## src/logic/pmx_params.svh

```systemverilog
// Constants for the port output select and debug entry block
`ifndef PMX_PARAMS_SVH
`define PMX_PARAMS_SVH
`define PMX_SEL_W 4
`define PMX_SEL_EN_BIT 3
`define PMX_SEL_IDX_W 2
`define PMX_SEL_RESET 4'h0
`define PMX_NUM_ALT 4
`endif

```

## src/logic/pmx_pkg.sv

```systemverilog
// Types for the port output select and debug entry block
package pmx_pkg;
  typedef logic [3:0] pmx_sel_type;
  typedef enum logic [1:0] {
    PMX_ST_RESET = 2'b00,
    PMX_ST_DEBUG_ARMED = 2'b01,
    PMX_ST_DEBUG_RUN = 2'b10,
    PMX_ST_NORMAL = 2'b11
  } pmx_dbg_state_type;
endpackage : pmx_pkg

```

## src/logic/pmx_pin_mux.sv

```systemverilog
// One pin output selector
`include "pmx_params.svh"
`timescale 1ns/1ps
`default_nettype none
module pmx_pin_mux #(
  parameter int NUM_ALT = `PMX_NUM_ALT
) (
  input wire logic [`PMX_SEL_W-1:0] output_select_field,
  input wire logic [NUM_ALT-1:0] alt_outputs,
  input wire logic [NUM_ALT-1:0] alt_enables,
  input wire logic hardware_owned_en,
  input wire logic hardware_owned_output,
  output logic pin_out,
  output logic pin_oe
);
  logic [`PMX_SEL_IDX_W-1:0] idx;
  assign idx = output_select_field[`PMX_SEL_IDX_W-1:0];
  always_comb begin
    pin_out = 1'b0;
    pin_oe = 1'b0;
    if (hardware_owned_en) begin
      pin_out = hardware_owned_output;
      pin_oe = 1'b1;
    end else if (output_select_field[`PMX_SEL_EN_BIT]) begin
      pin_out = alt_outputs[idx];
      pin_oe = alt_enables[idx];
    end
  end
endmodule : pmx_pin_mux
`default_nettype wire

```

## src/logic/pmx_top.sv

```systemverilog
// Port output select and debug entry top level
`include "pmx_params.svh"
`timescale 1ns/1ps
`default_nettype none
module pmx_top #(
  parameter int NUM_PINS = 4,
  parameter int NUM_ALT = `PMX_NUM_ALT
) (
  input wire logic ref_clk,
  input wire logic rst_n,
  input wire logic [NUM_PINS*`PMX_SEL_W-1:0] port_io_control_reg,
  input wire logic [NUM_PINS*NUM_ALT-1:0] alt_outputs,
  input wire logic [NUM_PINS-1:0] hardware_owned_en,
  input wire logic [NUM_PINS-1:0] hardware_owned_output,
  input wire logic power_on_reset_pin,
  input wire logic test_reset_pin,
  input wire logic factory_test_enable_pin,
  input wire logic jtag_pos_c_sel,
  output logic [NUM_PINS-1:0] pin_out,
  output logic [NUM_PINS-1:0] pin_oe,
  output logic debug_enable,
  output logic debug_reset,
  output logic factory_test_mode,
  output logic tdi_pull_up_en
);
  logic [2:0] por_s_r;
  logic [1:0] trst_s_r;
  logic [1:0] tm_s_r;
  logic [NUM_PINS-1:0] mux_out;
  logic [NUM_PINS-1:0] mux_oe;
  logic [NUM_PINS*`PMX_SEL_W-1:0] sel_r;
  pmx_pkg::pmx_dbg_state_type state_r;
  logic por_rise;
  logic por_low;
  logic trst_low;
  logic dbg_latched;
  logic dbg_running;

  // Power reset pin: two stages, third for the edge
  always_ff @(posedge ref_clk) begin
    if (!rst_n) begin
      por_s_r <= 3'h0;
    end else begin
      por_s_r <= {por_s_r[1:0], power_on_reset_pin};
    end
  end

  // Test reset idles low, like its pull-down
  always_ff @(posedge ref_clk) begin
    if (!rst_n) begin
      trst_s_r <= 2'h0;
    end else begin
      trst_s_r <= {trst_s_r[0], test_reset_pin};
    end
  end

  // Factory pin idles high, so no false test entry
  always_ff @(posedge ref_clk) begin
    if (!rst_n) begin
      tm_s_r <= 2'h3;
    end else begin
      tm_s_r <= {tm_s_r[0], factory_test_enable_pin};
    end
  end

  // Edge taken one stage past the synchroniser
  assign por_rise = por_s_r[1] & ~por_s_r[2];
  assign por_low = ~por_s_r[1];
  assign trst_low = ~trst_s_r[1];
  assign dbg_latched = (state_r == pmx_pkg::PMX_ST_DEBUG_ARMED) || (state_r == pmx_pkg::PMX_ST_DEBUG_RUN);
  assign dbg_running = (state_r == pmx_pkg::PMX_ST_DEBUG_RUN);

  // select fields reset to input code
  // Held while power reset is low, so only hardware owned pins drive early
  always_ff @(posedge ref_clk) begin
    if (!rst_n || por_low) begin
      sel_r <= {NUM_PINS{`PMX_SEL_RESET}};
    end else begin
      sel_r <= port_io_control_reg;
    end
  end

  genvar g;
  generate
    for (g = 0; g < NUM_PINS; g++) begin : g_pin
      pmx_pin_mux #(.NUM_ALT(NUM_ALT)) u_mux (
        .output_select_field(sel_r[g*`PMX_SEL_W +: `PMX_SEL_W]),
        .alt_outputs(alt_outputs[g*NUM_ALT +: NUM_ALT]),
        .alt_enables({NUM_ALT{1'b1}}),
        .hardware_owned_en(hardware_owned_en[g]),
        .hardware_owned_output(hardware_owned_output[g]),
        .pin_out(mux_out[g]),
        .pin_oe(mux_oe[g])
      );
    end
  endgenerate

  // Pin value flop between mux and pad
  always_ff @(posedge ref_clk) begin
    if (!rst_n) begin
      pin_out <= '0;
    end else begin
      pin_out <= mux_out;
    end
  end

  // Enable flop keeps pads quiet in reset
  always_ff @(posedge ref_clk) begin
    if (!rst_n) begin
      pin_oe <= '0;
    end else begin
      pin_oe <= mux_oe;
    end
  end

  // latch test reset at power reset rise
  always_ff @(posedge ref_clk) begin
    if (!rst_n || por_low) begin
      state_r <= pmx_pkg::PMX_ST_RESET;
    end else begin
      unique case (state_r)
        pmx_pkg::PMX_ST_RESET: begin
          if (por_rise) begin
            if (trst_s_r[1]) begin
              state_r <= pmx_pkg::PMX_ST_DEBUG_ARMED;
            end else begin
              state_r <= pmx_pkg::PMX_ST_NORMAL;
            end
          end
        end
        pmx_pkg::PMX_ST_DEBUG_ARMED: begin
          if (trst_low) begin
            state_r <= pmx_pkg::PMX_ST_DEBUG_RUN;
          end
        end
        // Left only by rst_n or the next power reset
        pmx_pkg::PMX_ST_DEBUG_RUN: begin
          state_r <= pmx_pkg::PMX_ST_DEBUG_RUN;
        end
        pmx_pkg::PMX_ST_NORMAL: begin
          state_r <= pmx_pkg::PMX_ST_NORMAL;
        end
      endcase
    end
  end

  // Enable follows the latched strap
  always_ff @(posedge ref_clk) begin
    if (!rst_n) begin
      debug_enable <= 1'b0;
    end else begin
      debug_enable <= dbg_latched;
    end
  end

  // Held high until the low pulse, then follows the inverted pin
  always_ff @(posedge ref_clk) begin
    if (!rst_n) begin
      debug_reset <= 1'b1;
    end else begin
      debug_reset <= !dbg_running || trst_low;
    end
  end

  always_ff @(posedge ref_clk) begin
    if (!rst_n) begin
      factory_test_mode <= 1'b0;
    end else begin
      factory_test_mode <= ~tm_s_r[1];
    end
  end

  always_ff @(posedge ref_clk) begin
    if (!rst_n) begin
      tdi_pull_up_en <= 1'b0;
    end else begin
      tdi_pull_up_en <= jtag_pos_c_sel;
    end
  end
endmodule : pmx_top
`default_nettype wire

```

## config.mk

```make
export PLATFORM = sky130hd
export DESIGN_NAME = pmx_top
export DESIGN_NICKNAME = d
export VERILOG_FILES = /design/src/logic/pmx_pkg.sv /design/src/logic/pmx_pin_mux.sv /design/src/logic/pmx_top.sv
export VERILOG_INCLUDE_DIRS = /design/src /design/src/logic
export SDC_FILE = /design/constraint.sdc
export NUM_CORES = 1
export LEC_CHECK = 0
export ABC_AREA = 1
export BUFFER_PORTS_ARGS = -buffer_cell sky130_fd_sc_hd__buf_2
export CAP_MARGIN = 20
export CELL_PAD_IN_SITES_DETAIL_PLACEMENT = 0
export CELL_PAD_IN_SITES_GLOBAL_PLACEMENT = 1
export CORE_MARGIN = 2
export CORE_UTILIZATION = 37
export CTS_CLUSTER_SIZE = 8
export DETAILED_ROUTE_END_ITERATION = 10
export HOLD_SLACK_MARGIN = 0.03
export PLACE_DENSITY_LB_ADDON = 0.1
export SYNTH_ARGS = -nofsm -noshare
export SYNTH_HDL_FRONTEND = slang
export SYNTH_HIERARCHICAL = 1
export SYNTH_SLANG_ARGS = --single-unit
```

## constraint.sdc

```tcl
create_clock -name ref_clk -period 1.47 [get_ports ref_clk]
set_input_delay 0.2205 -clock ref_clk [delete_from_list [all_inputs] [get_ports ref_clk]]
set_output_delay 0.2205 -clock ref_clk [all_outputs]
set_load 0.01 [all_outputs]
```

* Word-level counts from Yosys, hierarchy flattened
Cells that the tools add are included.
Cells by class: order comparisons 4, multiplexer cells 36, reductions and logical operators 7, bitwise operators 5, equality and inequality tests 5
Operators by type and width (count):
- $mux 1 | 24
- $bmux 1 s2 | 8
- $lt 2x3->1 const B | 4
- $pmux 2 s4 | 1
- $mux 2 | 3
- $eq 2x2->1 const B | 2
- $ne 2x2->1 const B | 2
- $not 1->1 | 4
- $logic_or 1x1->1 | 3
- $eq 2x1->1 const B | 1
- $logic_not 1->1 | 2
- $logic_not 2->1 | 1
- $reduce_and 2->1 | 1
- $and 1x1->1 | 1
Word-level totals: flip-flop bits (word level) 37, word-level logic and storage cells 68, bits of input ports 46, output and inout bits 12

* Longest topological paths before layout
depth after elaboration 4, depth in mapped cells 7, depth with buffers taken out 7

* By module
The synthesis kept the hierarchy.
Modules (own cells, without submodules):
- pmx_top | area an instance 1172.4 sq um, cells each 127, sequential area each 740.7 sq um, instances 1
- pmx_pin_mux | area an instance 106.4 sq um, cells each 22, sequential area each 0.0 sq um, instances 4

* Least setup slack after synthesis
OpenSTA, ideal clock, no wires.
path kind reg-to-reg, start point reg state_r[0], end point reg state_r[0], arrival time 837 ps, slack 518 ps, cell stages (with the launch flop) 7, data required time 1355 ps, library setup time 115 ps, clock period less this slack 952 ps, buffers on the path 0, path through dfxtp_1 > inv_1 > ha_1 > nand2_1 > nand3_1 > nand2_1 > nor2_1
Between the ends: word-level cells in the longest chain between the ends 3, elaborated cells on any way between the ends 8
RTL lines:
- start: declaration | line pmx_top.sv:32 | pmx_pkg::pmx_dbg_state_type state_r;
- start signal: assignment | line pmx_top.sv:119 | state_r <= pmx_pkg::PMX_ST_RESET;
- start signal: assignment | line pmx_top.sv:125 | state_r <= pmx_pkg::PMX_ST_DEBUG_ARMED;
- start signal: assignment | line pmx_top.sv:127 | state_r <= pmx_pkg::PMX_ST_NORMAL;
- $eq 2x1->1 / $logic_not 2->1 (equally long branches) | line pmx_top.sv:121 | unique case (state_r)
- $ne 2x2->1 (no line)
- $reduce_and 2->1 (no line)
Parallel ways exist; a longest one is shown, timed or not. A chain may end at the register's enable or synchronous reset.

* Worst setup path in the final report
Same ends and word-level chain as after synthesis.

==> flow_summary_export.csv <==
group,metric,value,unit
timing,fin_crit_sh,70.8,%
hold_path,min_from,"test_reset_pin",
hold_path,hold_path_class,"primary input to register",
critical_path,rr_endpoint,"state_r[0]$_SDFFE_PP0P_",
synth,synth_cells,203,
placement,dpl_cell_area,0.00183,mm2
drt,route.detailed.drc,0,
drt,via_per_inst,3.87,
clocking,clock-sinks,33,
timing,fmaxAchievable,961,MHz
grt,gr-usage-all-layers,13.5,%
clocking,hold_buffers,0,
outcome,status,"completed",
timing,final.min_clock_period,1.04,ns
clocking,cts_inserted_buffers,5,
cells_and_area,num_antenna_cells,0,
floorplan,initial_utilization,39.4,%
cells_and_area,fin_nets,325,
grt,grt.overflow.total,0,
clocking,cts_tree,"built",
cells_and_area,stdcell_count,325,
floorplan,pin_count,58,
placement,routabilityCongestion,0.740,
timing,finalSetupTns,0,ns
timing,fin_skew,0.00455,ns
clocking,ctsLongestPathBuffers,2,
floorplan,fp.dieArea,0.00451,mm2
pwr,powerDensity,950,mW/mm2
grt,grt_first_pass_wirelength,4470,um
placement,hpwl,2090,um
critical_path,worstPathMaxFanout,4,
timing,setup_ws,0.429,ns
floorplan,fp-row-count,22,
placement,io_buffers,53,
critical_path,worstSetupPathType,"register to register",
hold_path,worstHoldEndpoint,"trst_s_r[0]$_SDFF_PN0_",
clocking,root_buffer,"clkbuf_8",
clocking,cts_resized,0,
pwr,total_leakage_power,0.00115,uW
critical_path,r2r-start,"state_r[0]$_SDFFE_PP0P_",
pwr,max-vdd-ir-drop,0.000557,V
critical_path,cp-start-kind,"register",
critical_path,r2r_setup_slack,0.43,ns
cells_and_area,area_delta_synth_final,31.2,%
timing,finalHoldViolations,0,
timing,slew_viol_final,0,
clocking,cts.clk_slew.worst_paths,0.06,ns
cells_and_area,layout-drive-gt1-share,28.5,%
drt,wl_per_cell,8.11,um
synth,syn-cell-area,0.00148,mm2
placement,dp.cells,317,
critical_path,r2r_cells,6,
critical_path,startpoint,"state_r[0]$_SDFFE_PP0P_",
synth,synth_warnings,6,
drt,drt-pass1-iter-count,4,
synth,syn_avg_cell_area,7.27,um2
cells_and_area,finish.utilization,51.7,%
clocking,htree_levels,2,
critical_path,cp.arrival,1.22,ns
floorplan,die_w,67.1,um
timing,rsz0062_at_grt,"false",
grt,antenna_found_initial,0,
clocking,cts_setup_buffers,0,
floorplan,die_y,67.1,um
drt,antenna_left,0,
critical_path,cp-end-kind,"register",
hold_path,min_delay_path_depth,3,
critical_path,cp.required,1.65,ns
cells_and_area,fill_cells,412,
cells_and_area,fin_area,0.00194,mm2
timing,setup_viol,0,
drt,drt_wl_total,2640,um
drt,drt-initial-drc-count,40,
job,cap_violations,0,
placement,pre_cts_ws,0.438,ns
grt,grt_pass1_vias,1122,
drt,num_vias,1258,
clocking,worstSkewPairLatency,0.28,ns
grt,grt_max_degree,14,
floorplan,fp.coreArea,0.00374,mm2
## layout by cell type (no fill, tap or decap)
| cell type | instances |
|---|---|
| clkinv_2 | 1 |
| a21oi_1 | 2 |
| or2_1 | 2 |
| nor2_8 | 4 |
| nand2_4 | 1 |
| nand3_1 | 27 |
| nor2_2 | 7 |
| clkbuf_8 | 7 |
| nand2_1 | 64 |
| buf_4 | 1 |
| buf_2 | 53 |
| conb_1 | 16 |
| dfxtp_1 | 33 |
| nor2_1 | 8 |
| ha_1 | 3 |
| inv_2 | 5 |
| inv_1 | 43 |
## worst max-delay path, cell delays in order (launching register included)
cell	delay [ns]
dfxtp_1	0.36
inv_1	0.07
ha_1	0.21
nand2_1	0.12
nand3_1	0.09
nand2_1	0.06
nor2_1	0.03
## report_power, final
part / switching [uW] / internal, uW
sequential: 11.4 / 922
combinational: 92.9 / 81.9
clock: 308 / 423
## state kept, by name, summed over array words and instances (netlist names)
| name | cells |
|---|---|
| tdi_pull_up_en | 1 |
| debug_reset | 1 |
| factory_test_mode | 1 |
| trst_s_r | 2 |
| sel_r | 12 |
| state_r | 2 |
| por_s_r | 3 |
| pin_out | 4 |
| debug_enable | 1 |
| tm_s_r | 2 |
| pin_oe | 4 |
## stage by stage
step / hold WS (ns) / power [uW]
2_1_floorplan: 0.318 / 1050
3_3_place_gp: 0.377 / 1130
3_5_place_dp: 0.378 / 1130
4_1_cts: 0.106 / 1880
5_1_grt: 0.123 / 1950
6_report: 0.117 / 1840
## worst max-delay path by stage
stage,to,slack [ns],cells after the start
floorplan,state_r[0]$_SDFFE_PP0P_,0.52,6
global placement,state_r[0]$_SDFFE_PP0P_,0.45,6
detailed placement,state_r[0]$_SDFFE_PP0P_,0.44,6
CTS,state_r[0]$_SDFFE_PP0P_,0.42,6
global route,state_r[0]$_SDFFE_PP0P_,0.33,6
finish,state_r[0]$_SDFFE_PP0P_,0.43,6
## cell type report
class                           count  area, um2  area share (%)
Sequential cell                    33        661            34.1
Clock buffer                        7       96.3            4.98
Inverter                           48        180            9.31
Multi-Input combinational cell    134        661            34.1
Clock inverter                      1       5.00           0.259
Tap cell                           48       60.1            3.10
Timing Repair Buffer               54        273            14.1
## routing by layer
| metal | up-vias | GRT usage, % | wire [um] |
|---|---|---|---|
| met4 | 0 | 7.65 | 46 |
| li1 | 721 | - | - |
| met2 | 42 | 21.8 | 1170 |
| met3 | 4 | 4.67 | 213 |
| met5 | - | 0 | 0 |
| met1 | 491 | 15.6 | 1210 |
No activity file was read; power rests on OpenSTA's default activity.
